<file path="src/hw/bmu_pkg.sv">
`default_nettype none
package bmu_pkg;
	localparam int BMU_DATA_W = 8;
	localparam int BMU_IDX_W = 3;
	localparam int BMU_ADDR_W = 16;
	localparam int BMU_OP_W = 4;
	localparam logic [BMU_DATA_W-1:0] BMU_BYTE_RST = 8'h00;
	localparam logic [BMU_ADDR_W-1:0] BMU_ADDR_RST = 16'h0000;
	localparam logic [BMU_IDX_W-1:0] BMU_IDX_RST = 3'h0;
	localparam logic [1:0] BMU_RST_SYNC_RST = 2'h0;

	typedef enum logic [BMU_OP_W-1:0] {
		set_bit_op = 4'h0,
		clear_bit_op = 4'h1,
		invert_bit_op = 4'h2,
		test_bit_op = 4'h3,
		carry_and_bit_op = 4'h4,
		carry_and_inverted_bit_op = 4'h5,
		carry_or_bit_op = 4'h6,
		carry_or_inverted_bit_op = 4'h7,
		carry_xor_bit_op = 4'h8,
		carry_xor_inverted_bit_op = 4'h9,
		bit_to_carry_op = 4'ha,
		inverted_bit_to_carry_op = 4'hb,
		carry_to_bit_op = 4'hc,
		inverted_carry_to_bit_op = 4'hd
	} bmu_op_e;

	typedef enum logic [3:0] {
		BMU_ST_IDLE = 4'h1,
		BMU_ST_MEM_RD = 4'h2,
		BMU_ST_MEM_WR = 4'h4,
		BMU_ST_DONE = 4'h8
	} bmu_state_e;

	// Inverted-operand forms only exist with an immediate bit index
	function automatic logic bmu_op_inverted(input bmu_op_e op);
		return (op == carry_and_inverted_bit_op) || (op == carry_or_inverted_bit_op) ||
			(op == carry_xor_inverted_bit_op) || (op == inverted_bit_to_carry_op) ||
			(op == inverted_carry_to_bit_op);
	endfunction

	function automatic logic bmu_op_writes_byte(input bmu_op_e op);
		return (op == set_bit_op) || (op == clear_bit_op) || (op == invert_bit_op) ||
			(op == carry_to_bit_op) || (op == inverted_carry_to_bit_op);
	endfunction

	function automatic logic bmu_op_legal(input bmu_op_e op);
		return op <= inverted_carry_to_bit_op;
	endfunction
endpackage
`default_nettype wire

</file>
<file path="src/hw/bmu_top.sv">
`default_nettype none
module bmu_top
	import bmu_pkg::*;
(
	input wire logic clk_sys, // System clock, 10 MHz
	input wire logic rst_b, // Asynchronous reset, active low
	input wire logic op_valid, // Decoder presents an instruction
	input wire logic [BMU_OP_W-1:0] op_code, // Operation code
	input wire logic idx_from_reg, // Bit index comes from a register
	input wire logic [BMU_IDX_W-1:0] imm_index, // Immediate bit index
	input wire logic [BMU_DATA_W-1:0] index_reg_val, // Register holding bit index
	input wire logic target_mem, // Operand is a memory byte
	input wire logic [BMU_DATA_W-1:0] reg_operand, // Register operand byte
	input wire logic [BMU_ADDR_W-1:0] ea_addr, // Memory operand address
	input wire logic carry_flag_in, // Current carry flag
	input wire logic [BMU_DATA_W-1:0] mem_rd_data, // Read data
	input wire logic mem_rd_ack, // Read data valid
	input wire logic mem_wr_ack, // Write accepted
	output logic op_ready, // Unit can take an instruction
	output logic mem_rd_req, // Memory read request
	output logic mem_wr_req, // Memory write request
	output logic [BMU_ADDR_W-1:0] mem_addr, // Memory address
	output logic [BMU_DATA_W-1:0] mem_wr_data, // Memory write data
	output logic reg_wr_en, // Register write strobe
	output logic [BMU_DATA_W-1:0] reg_wr_data, // Register write data
	output logic carry_we, // Carry flag write strobe
	output logic carry_out, // New carry flag
	output logic zero_we, // Zero flag write strobe
	output logic zero_out, // New zero flag
	output logic op_done, // Instruction finished
	output logic op_illegal // Instruction refused
);
	////////////////////////////////////////////////////////////////////////
	// Reset release

	logic [1:0] rst_sync_reg;
	logic rst_n;

	always_ff @(posedge clk_sys or negedge rst_b) begin
		if (!rst_b) begin
			rst_sync_reg <= BMU_RST_SYNC_RST;
		end else begin
			rst_sync_reg <= {rst_sync_reg[0], 1'b1};
		end
	end

	assign rst_n = rst_sync_reg[1];

	////////////////////////////////////////////////////////////////////////
	// Instruction latch

	bmu_state_e state_reg;
	bmu_state_e state_next;
	bmu_op_e op_reg;
	logic [BMU_IDX_W-1:0] idx_reg;
	logic mem_tgt_reg;
	logic carry_reg;
	logic [BMU_DATA_W-1:0] operand_reg;
	logic accept;
	logic refuse;
	logic [BMU_IDX_W-1:0] idx_next;
	bmu_op_e op_in;
	logic rd_take;

	assign op_in = bmu_op_e'(op_code);
	// Follows the advertised ready, not the state: just after reset the state
	// is idle a cycle before op_ready rises, and nothing may be taken then
	assign accept = op_ready && op_valid;
	// Register index with an inverted form, or an unknown code, is refused
	assign refuse = accept && (!bmu_op_legal(op_in) ||
		(idx_from_reg && bmu_op_inverted(op_in)));
	assign idx_next = idx_from_reg ? index_reg_val[BMU_IDX_W-1:0] : imm_index;
	assign rd_take = (state_reg == BMU_ST_MEM_RD) && mem_rd_ack;

	always_ff @(posedge clk_sys or negedge rst_n) begin
		if (!rst_n) begin
			op_reg <= set_bit_op;
			idx_reg <= BMU_IDX_RST;
		end else if (accept) begin
			op_reg <= op_in;
			idx_reg <= idx_next;
		end
	end

	// Carry is frozen at accept so a flag update by the core mid-op cannot leak in
	always_ff @(posedge clk_sys or negedge rst_n) begin
		if (!rst_n) begin
			mem_tgt_reg <= 1'b0;
			carry_reg <= 1'b0;
		end else if (accept) begin
			mem_tgt_reg <= target_mem;
			carry_reg <= carry_flag_in;
		end
	end

	// Register operands are latched at accept; memory bytes when read returns
	always_ff @(posedge clk_sys or negedge rst_n) begin
		if (!rst_n) begin
			operand_reg <= BMU_BYTE_RST;
		end else if (accept) begin
			operand_reg <= reg_operand;
		end else if (rd_take) begin
			operand_reg <= mem_rd_data;
		end
	end

	////////////////////////////////////////////////////////////////////////
	// Datapath

	logic [BMU_DATA_W-1:0] alu_result;
	logic alu_carry;
	logic alu_carry_wr;
	logic alu_zero;
	logic alu_zero_wr;
	logic [BMU_DATA_W-1:0] alu_operand;

	// The byte from memory feeds the ALU in the cycle it arrives, so the
	// modified byte is ready when the write request goes up
	assign alu_operand = rd_take ? mem_rd_data : operand_reg;

	bmu_bit_alu u_alu (
		.op(op_reg),
		.operand(alu_operand),
		.bit_idx(idx_reg),
		.carry_in(carry_reg),
		.result(alu_result),
		.carry_res(alu_carry),
		.carry_wr(alu_carry_wr),
		.zero_res(alu_zero),
		.zero_wr(alu_zero_wr)
	);

	////////////////////////////////////////////////////////////////////////
	// Sequencer

	always_comb begin
		state_next = state_reg;
		case (state_reg)
			BMU_ST_IDLE: begin
				if (accept && !refuse) begin
					state_next = target_mem ? BMU_ST_MEM_RD : BMU_ST_DONE;
				end
			end
			BMU_ST_MEM_RD: begin
				if (mem_rd_ack) begin
					// Read-only operations never write the byte back
					state_next = bmu_op_writes_byte(op_reg) ? BMU_ST_MEM_WR : BMU_ST_DONE;
				end
			end
			BMU_ST_MEM_WR: begin
				if (mem_wr_ack) begin
					state_next = BMU_ST_DONE;
				end
			end
			BMU_ST_DONE: begin
				state_next = BMU_ST_IDLE;
			end
			default: begin
				state_next = BMU_ST_IDLE;
			end
		endcase
	end

	always_ff @(posedge clk_sys or negedge rst_n) begin
		if (!rst_n) begin
			state_reg <= BMU_ST_IDLE;
		end else begin
			state_reg <= state_next;
		end
	end

	always_ff @(posedge clk_sys or negedge rst_n) begin
		if (!rst_n) begin
			op_ready <= 1'b0;
		end else begin
			op_ready <= (state_next == BMU_ST_IDLE);
		end
	end

	////////////////////////////////////////////////////////////////////////
	// Memory path

	// Requests stand until the edge after their acknowledge
	always_ff @(posedge clk_sys or negedge rst_n) begin
		if (!rst_n) begin
			mem_rd_req <= 1'b0;
		end else begin
			mem_rd_req <= (state_next == BMU_ST_MEM_RD);
		end
	end

	always_ff @(posedge clk_sys or negedge rst_n) begin
		if (!rst_n) begin
			mem_wr_req <= 1'b0;
		end else begin
			mem_wr_req <= (state_next == BMU_ST_MEM_WR);
		end
	end

	// Address is held for the whole read-modify-write
	always_ff @(posedge clk_sys or negedge rst_n) begin
		if (!rst_n) begin
			mem_addr <= BMU_ADDR_RST;
		end else if (accept) begin
			mem_addr <= ea_addr;
		end
	end

	// Full byte with one bit changed is valid from the first write request cycle
	always_ff @(posedge clk_sys or negedge rst_n) begin
		if (!rst_n) begin
			mem_wr_data <= BMU_BYTE_RST;
		end else if (rd_take) begin
			mem_wr_data <= alu_result;
		end
	end

	////////////////////////////////////////////////////////////////////////
	// Results

	logic finish;

	assign finish = (state_reg == BMU_ST_DONE);

	always_ff @(posedge clk_sys or negedge rst_n) begin
		if (!rst_n) begin
			reg_wr_en <= 1'b0;
		end else begin
			reg_wr_en <= finish && !mem_tgt_reg && bmu_op_writes_byte(op_reg);
		end
	end

	// Result byte holds until the next instruction finishes
	always_ff @(posedge clk_sys or negedge rst_n) begin
		if (!rst_n) begin
			reg_wr_data <= BMU_BYTE_RST;
		end else if (finish) begin
			reg_wr_data <= alu_result;
		end
	end

	// Each flag strobe fires only for the flag the operation names
	always_ff @(posedge clk_sys or negedge rst_n) begin
		if (!rst_n) begin
			carry_we <= 1'b0;
			carry_out <= 1'b0;
		end else begin
			carry_we <= finish && alu_carry_wr;
			if (finish) begin
				carry_out <= alu_carry;
			end
		end
	end

	always_ff @(posedge clk_sys or negedge rst_n) begin
		if (!rst_n) begin
			zero_we <= 1'b0;
			zero_out <= 1'b0;
		end else begin
			zero_we <= finish && alu_zero_wr;
			if (finish) begin
				zero_out <= alu_zero;
			end
		end
	end

	always_ff @(posedge clk_sys or negedge rst_n) begin
		if (!rst_n) begin
			op_done <= 1'b0;
		end else begin
			op_done <= finish || refuse;
		end
	end

	// A refused instruction still finishes, so the decoder never waits on it
	always_ff @(posedge clk_sys or negedge rst_n) begin
		if (!rst_n) begin
			op_illegal <= 1'b0;
		end else begin
			op_illegal <= refuse;
		end
	end
endmodule
`default_nettype wire

</file>
<file path="src/hw/bmu_bit_alu.sv">
`default_nettype none
module bmu_bit_alu
	import bmu_pkg::*;
(
	input wire bmu_op_e op, // Operation
	input wire logic [BMU_DATA_W-1:0] operand, // Byte operand
	input wire logic [BMU_IDX_W-1:0] bit_idx, // Selected bit
	input wire logic carry_in, // Current carry flag
	output logic [BMU_DATA_W-1:0] result, // Modified byte
	output logic carry_res, // New carry value
	output logic carry_wr, // Carry is updated
	output logic zero_res, // New zero value
	output logic zero_wr // Zero is updated
);
	logic sel_bit;
	logic [BMU_DATA_W-1:0] mask;

	always_comb begin
		mask = BMU_BYTE_RST;
		mask[bit_idx] = 1'b1;
		sel_bit = operand[bit_idx];
	end

	// Only the selected bit is ever touched; other seven pass through
	always_comb begin
		result = operand;
		case (op)
			set_bit_op: result = operand | mask;
			clear_bit_op: result = operand & ~mask;
			invert_bit_op: result = operand ^ mask;
			carry_to_bit_op: result = carry_in ? (operand | mask) : (operand & ~mask);
			inverted_carry_to_bit_op: result = carry_in ? (operand & ~mask) : (operand | mask);
			default: result = operand;
		endcase
	end

	always_comb begin
		carry_res = carry_in;
		carry_wr = 1'b0;
		zero_res = 1'b0;
		zero_wr = 1'b0;
		case (op)
			test_bit_op: begin
				zero_res = ~sel_bit;
				zero_wr = 1'b1;
			end
			carry_and_bit_op: begin
				carry_res = carry_in & sel_bit;
				carry_wr = 1'b1;
			end
			carry_and_inverted_bit_op: begin
				carry_res = carry_in & ~sel_bit;
				carry_wr = 1'b1;
			end
			carry_or_bit_op: begin
				carry_res = carry_in | sel_bit;
				carry_wr = 1'b1;
			end
			carry_or_inverted_bit_op: begin
				carry_res = carry_in | ~sel_bit;
				carry_wr = 1'b1;
			end
			carry_xor_bit_op: begin
				carry_res = carry_in ^ sel_bit;
				carry_wr = 1'b1;
			end
			carry_xor_inverted_bit_op: begin
				carry_res = carry_in ^ ~sel_bit;
				carry_wr = 1'b1;
			end
			bit_to_carry_op: begin
				carry_res = sel_bit;
				carry_wr = 1'b1;
			end
			inverted_bit_to_carry_op: begin
				carry_res = ~sel_bit;
				carry_wr = 1'b1;
			end
			default: begin
				carry_res = carry_in;
				carry_wr = 1'b0;
			end
		endcase
	end
endmodule
`default_nettype wire

</file>
<file path="config.mk">
export PLATFORM = sky130hd
export DESIGN_NAME = bmu_top
export DESIGN_NICKNAME = d
export VERILOG_FILES = /design/src/hw/bmu_pkg.sv /design/src/hw/bmu_top.sv /design/src/hw/bmu_bit_alu.sv
export SDC_FILE = /design/constraint.sdc
export NUM_CORES = 1
export LEC_CHECK = 0
export ABC_AREA = 1
export BUFFER_PORTS_ARGS = -buffer_cell sky130_fd_sc_hd__buf_2
export CAP_MARGIN = 10
export CORE_MARGIN = 5
export CORE_UTILIZATION = 49
export CTS_BUF_LIST = sky130_fd_sc_hd__clkbuf_4 sky130_fd_sc_hd__clkbuf_8
export DETAILED_ROUTE_END_ITERATION = 12
export PLACE_DENSITY = 0.86
export SLEW_MARGIN = 15
export SYNTH_ARGS = -nofsm -noshare
export SYNTH_HDL_FRONTEND = slang
export SYNTH_HIERARCHICAL = 1
export SYNTH_SLANG_ARGS = --single-unit
</file>
<file path="constraint.sdc">
create_clock -name clk_sys -period 1.8 [get_ports clk_sys]
set_input_delay 0.18 -clock clk_sys [delete_from_list [all_inputs] [get_ports clk_sys]]
set_output_delay 0.18 -clock clk_sys [all_outputs]
set_load 0.01 [all_outputs]
</file>
After elaboration in Yosys (flattened, before gate mapping)
Cells that the tools add are included.

Reductions and logical operators: 25. $mul: 0. $add $sub $neg: 0. Multiplexer cells: 20. Div/mod/pow operators: 0. Shifts and indexed selects: 0. Equal/unequal tests: 25. Magnitude comparators: 3. Bitwise operators: 11.

Operator list (number): $eq 4x4->1 const B (10); $pmux 8 s5 (1); $eq 4x3->1 const B (8); $mux 8 (4); $mux 4 (5); $eq 4x2->1 const B (4); $eq 4x1->1 const B (3); $pmux 4 s3 (1); $logic_and 1x1->1 (10); $logic_or 1x1->1 (10); $and 8x8->8 (1); $not 8->8 (1); $or 8x8->8 (1); $pmux 1 s8 (1); $reduce_or 8->1 (1); $xor 8x8->8 (1); $mux 1 (5); $le 4x4->1 const B (1); $logic_not 4->1 (1); $lt 3x4->1 const B (1); $bmux 1 s3 (1); $demux 1 s3 (1); $ge 3x1->1 const B (1); $logic_not 1->1 (3); other kinds (5) (8).

Bits in latches: 0. Memory bits (writable): 0. Memories kept: 0. Register bits after elaboration: 65. Bits in read-only memories: 0.

Depth between registers and ports, before layout
Depth in word-level cells: 13. Depth in mapped cells: 20. Depth with buffers taken out: 19.

Hierarchy
Netlist, hierarchy kept.

Modules (own cells, without submodules): bmu_top (times used 1, cells an instance 322, seq. area each 1627.8 um2, area each 2770.2 um2); bmu_bit_alu (times used 1, cells an instance 142, seq. area each 0.0 um2, area each 859.6 um2).

Worst setup path after synthesis
No wires, ideal clock.

Path type: flip-flop to flip-flop. Start point: register state_reg[3]. End point: register mem_wr_data[5]. Library setup time: 0.126 ns. Cell stages (with the launch flop): 14. Slack: -0.152 ns. Path buffers: 1. Data arrival time: 1.826 ns. Cells stage by stage: dfrtp_1 -> nor2_2 -> nand3_4 -> buf_6 -> nand2_2 -> o21a_1 -> inv_1 -> ha_1 -> inv_1 -> o22ai_1 -> a21oi_1 -> o221ai_1 -> inv_1 -> o21ai_0.

Cells in the longest elaborated chain, start to end: 6.

RTL lines: start, declared (RTL line bmu_top.sv:52) `bmu_state_e state_reg;`; start signal, assigned (RTL line bmu_top.sv:168) `state_reg <= state_next;`; $eq 4x2->1 (*) (RTL line bmu_top.sv:73) `assign rd_take = (state_reg == BMU_ST_MEM_RD) && mem_rd_ack;`; $logic_and 1x1->1 (*) (RTL line bmu_top.sv:73); $mux 8 (*); net alu_operand[5] (RTL line bmu_top.sv:115) `logic [BMU_DATA_W-1:0] alu_operand;`; $or 8x8->8 or $and 8x8->8 (tied branches); $mux 8, on equally long branches (RTL line bmu_bit_alu.sv:32, bmu_bit_alu.sv:31); $pmux 8 s5 (*) (RTL line bmu_bit_alu.sv:27) `case (op)`; net alu_result[5] (RTL line bmu_top.sv:110) `logic [BMU_DATA_W-1:0] alu_result;`; end signal, assigned (RTL line bmu_top.sv:214) `mem_wr_data <= alu_result;`; end, declared (RTL line bmu_top.sv:23) `output logic [BMU_DATA_W-1:0] mem_wr_data,`.

Mark *: on every way through the listed nets, which the timed path passes. The rest lies on a longest branch. A chain may end at the register's enable or synchronous reset.

Worst setup path after layout
Start point: register state_reg[3]. End point: register carry_out.

Cells in the longest elaborated chain, start to end: 8.

RTL lines: $eq 4x2->1 (*) (RTL line bmu_top.sv:73); $logic_and 1x1->1 (*) (RTL line bmu_top.sv:73); $mux 8 (*); net alu_operand[0] (RTL line bmu_top.sv:115); $bmux 1 s3 (*) (RTL line bmu_bit_alu.sv:21) `sel_bit = operand[bit_idx];`; $mux 1 (implied by the code) (*) (RTL line bmu_bit_alu.sv:21); $not 1->1; $xor 1x1->1 (tied with other cells) (RTL line bmu_bit_alu.sv:68) `carry_res = carry_in ^ ~sel_bit;`; $pmux 1 s8 (*) (RTL line bmu_bit_alu.sv:42) `case (op)`; net alu_carry (RTL line bmu_top.sv:111) `logic alu_carry;`; end signal, assigned (RTL line bmu_top.sv:250) `carry_out <= alu_carry;`; end, declared (RTL line bmu_top.sv:27) `output logic carry_out,`.

Mark *: on every way through the listed nets, which the timed path passes. The rest lies on a longest branch. The select of a mux whose other input is x is not followed.

==> reports/results.md <==
* **vias in the first global route** 3865
* **first drt pass iteration count** 10
* **n_diodes** 0
* **leftover overflow at the end of global routing** 0
* **placed insts** 674
* **Total Die Area** 0.009228 sq mm
* **routed wire length** 11990 um
* **biggest fanout along the worst timing path** 6
* **top-count cell post-synth** nand2_1
* **Power Density** 1711 mW/mm^2
* **Initial Utilization** 50.31%
* **setup TNS** -6.358 ns
* **CTS buffer count** 9
* **share of layout cells above drive strength 1** 42.97%
* **transition time at the pin with the least slew margin** 0.6147 ns
* **Die Height** 96.07 um
* **startpoint type of the worst setup path** flop
* **Core Area** 0.007214 sq mm
* **global-route wire length before repair** 17220 um
* **highest achievable clock rate** 0.4100 GHz
* **Synthesized Nets** 535
* **register ranked first by flip-flop count** mem_addr
* **Cells after Synth** 464
* **total power after layout** 8.962 mW
* **Worst Reg-to-Reg Cells** 16
* **depth of the CTS H-tree** 3
* **violations in the final reports** negative setup slack
* **area grow syn2layout** 44.33%
* **data required time at the worst endpoint** 2.05 ns
* **number of flip-flops in the largest register** 16
* **worst slack at placement** -0.3296 ns
* **Switching Share** 46.11%
* **top post-synthesis cells by area** dfrtp_1 (44%), nand2_1 (17%), inv_1 (6.3%), ha_1 (5.5%), a21oi_1 (2.8%)
* **maximum VDD drop** 0.0009281 V
* **top cells by count, synth** nand2_1 (160), dfrtp_1 (64), inv_1 (61)
* **final number of max-transition violations** 0
* **path type of the worst setup path** reg2reg
* **distinct cell type count of the synthesized netlist** 35
* **die width** 96.07 um
* **post-detailed-route count of antenna-violating nets** 0
* **Critical Path AT** 2.69 ns
* **total leakage power** 2.797 nW
* **antenna violations before repair** 0
* **clock network fraction of total power** 12.6%
* **proportion of netlist area held by the largest area contributor** 44.12%
* **total of flip-flops plus latches after synthesis** 65
* **Final period util** 135.5%
* **number of placed I/O pins** 97
* **part of the power in combinational logic** 60.4%
* **mean instance size in the synthesized netlist** 7.823 sq um
* **Synthesis Warnings** 6
* **Port Buffers** 91
* **DRC Markers** 0
* **RSZ-0062 raised after global routing** true
* **final count of hold timing violations** 0
* **cell type with the highest aggregate area in the netlist** dfrtp_1
* **TritonCTS clock tree** done
* **number of failing setup endpoints in the final timing report** 20
* **Total Routing Usage GR** 24.37%
* **FILL cells** 508
* **Post-synth ARST share** 100.0%
* **area taken by multi-input logic gates** 0.001976 sq mm
* **capturing element type of the critical path** flop
* **final core utilization** 72.62%
* **path type of the worst min-delay path** in2reg
* **switching component of the power** 4.133 mW
* **Final Worst Setup Slack** -0.6392 ns
* **combined flip-flop and latch cell area** 0.001629 sq mm
* **cell row count** 31
* **total number of vias** 3995
* **cell internal pwr** 4.830 mW
* **WL per Instance** 16.37 um
* **Detailed Route Iter0 Violations** 435
* **number of clock sinks** 65
* **run status** complete, but fails checks
* **final weighted congestion in routability-driven placement** 0.8575
* **share of power burned in registers** 27.1%
* **count of max-cap constraint violations** 0
* **number of stages on the worst hold path** 3
* **largest net degree at the start of global routing** 45
* **CTS clock-pin slew for the worst setup and hold paths** 0.08 ns
* **Clk Latency, worst-skew pair** 0.36 ns
* **sum of net half-perimeters after detailed placement** 6764 um
* **final period demand of the worst path** 2.439 ns
* **Relative slew margins** 58.91%
* **Most used DFF post-synth** dfrtp_1
* **Post-synth EDFFs** 0
* **CTS max path bufs** 2
* **post-synthesis cell area** 0.003630 sq mm
* **post-route non-filler standard cell count** 732
* **number of nets in the final layout** 699
* **via count normalized by instance count** 5.458
* **Clk Tree Root Cell** clkbuf_8
* **fraction of the yosys area taken by sequential cells** 44.85%
* **clk_skew** 0.01077 ns
logic make-up after synthesis:
| family | Yosys count | synth area share [%] |
|---|---|---|
| other | 1 | 0.1033 |
| DFF | 65 | 44.85 |
| AOI/OAI and AO/OA | 75 | 12.10 |
| xor gates and xnor gates | 1 | 0.4482 |
| adders and majority gates | 16 | 5.515 |
| buffers and inverters | 83 | 9.962 |
| and+or+nand+nor | 223 | 27.03 |
per-stage QoR:
step	cell area [sq um]	hold WS (ns)
floorplan	3699	-0.1156
global placement	4442	-0.03482
detailed placement	4442	-0.03384
CTS	4991	0.00004730
global route	5239	0.006544
finish	5239	0.01278
power groups by stage:
stage / Combinational (mW) / Clock (mW) / Sequential (mW)
finish: 5.41 / 1.13 / 2.43
detailed placement: 3.83 / 0 / 2.41
global route: 5.81 / 1.22 / 2.48
floorplan: 2.38 / 0 / 2.50
CTS: 4.44 / 1.15 / 2.39
global placement: 3.63 / 0 / 2.38
cells in the final DEF, fill, tap and decap left out, types with 3 or more instances in the layout:
cell           synthesis  final
nand3_4                1      4
buf_12                 0      3
ha_1                  16      5
nand3_2                3      5
buf_6                  5      4
inv_2                  7     24
nor2_2                 4      3
clkbuf_8               0      9
o21a_1                 8      8
clkinv_4               0      3
a21oi_2                0      7
nor2_1                21     21
o221ai_2               0      6
buf_4                  1     60
inv_1                 61     44
o22ai_2                0      8
ha_4                   0      9
nand2_2                7     14
o21ai_0               20     12
nand2_1              160    152
a21oi_1               20     13
nand3_1               17     15
dfrtp_1               64     63
buf_2                  5     91
nor2_4                 3      4
dlygate4sd3_1          0      4
o21ai_1                8     16
worst paths after layout:
kind / from / endpoint / slack, ns
worst max-delay path: state_reg[3] / carry_out / -0.64
worst min-delay path: ea_addr[12] / mem_addr[12] / 0.01
worst max register to register: state_reg[3] / carry_out / -0.64
worst min register to register: rst_sync_reg[1] / idx_reg[0] / 0.22
max in group asynchronous: rst_sync_reg[1] / state_reg[0] / 0.94
min in group asynchronous: rst_b / rst_sync_reg[0] / 0.13
worst max-delay path, cell delays in order, from the launching register on:
cell     delay [ns]
dfrtp_1        0.42
nor2_4         0.14
buf_12         0.14
nand3_4        0.16
o21a_1         0.29
inv_2          0.10
nand2_2        0.07
nand3_2        0.08
nand2_2        0.07
o21ai_0        0.29
nand2_1        0.13
nand2_1        0.10
nand2_1        0.09
nand2_1        0.08
nand2_1        0.05
nand3_1        0.07
nand2_1        0.05
timing repair:
item	CTS	global route
hold buffers	4	0
resized for setup	33	28
hold endpoints to repair	5	0
setup buffers	22	15
setup endpoints to repair	18	19
gates cloned	3	0
pin swaps	19	30
per-layer routing:
layer | wire length [um] | global-route usage, % | vias up
met2 | 5893 | 40.43 | 263
met1 | 4329 | 27.59 | 1863
met4 | 617 | 13.98 | 0
met3 | 1144 | 7.584 | 74
li1 | - | - | 1795
met5 | 0 | 0 | -
area by class of cell:
type | count | area share (%)
Clock buffer | 9 | 2.364
Clock inverter | 7 | 1.051
Inverter | 70 | 5.063
Multi-Input combinational cell | 319 | 37.71
Sequential cell | 65 | 31.10
Tap cell | 99 | 2.364
Timing Repair Buffer | 163 | 20.35
Power figures use the tool's default switching activity.
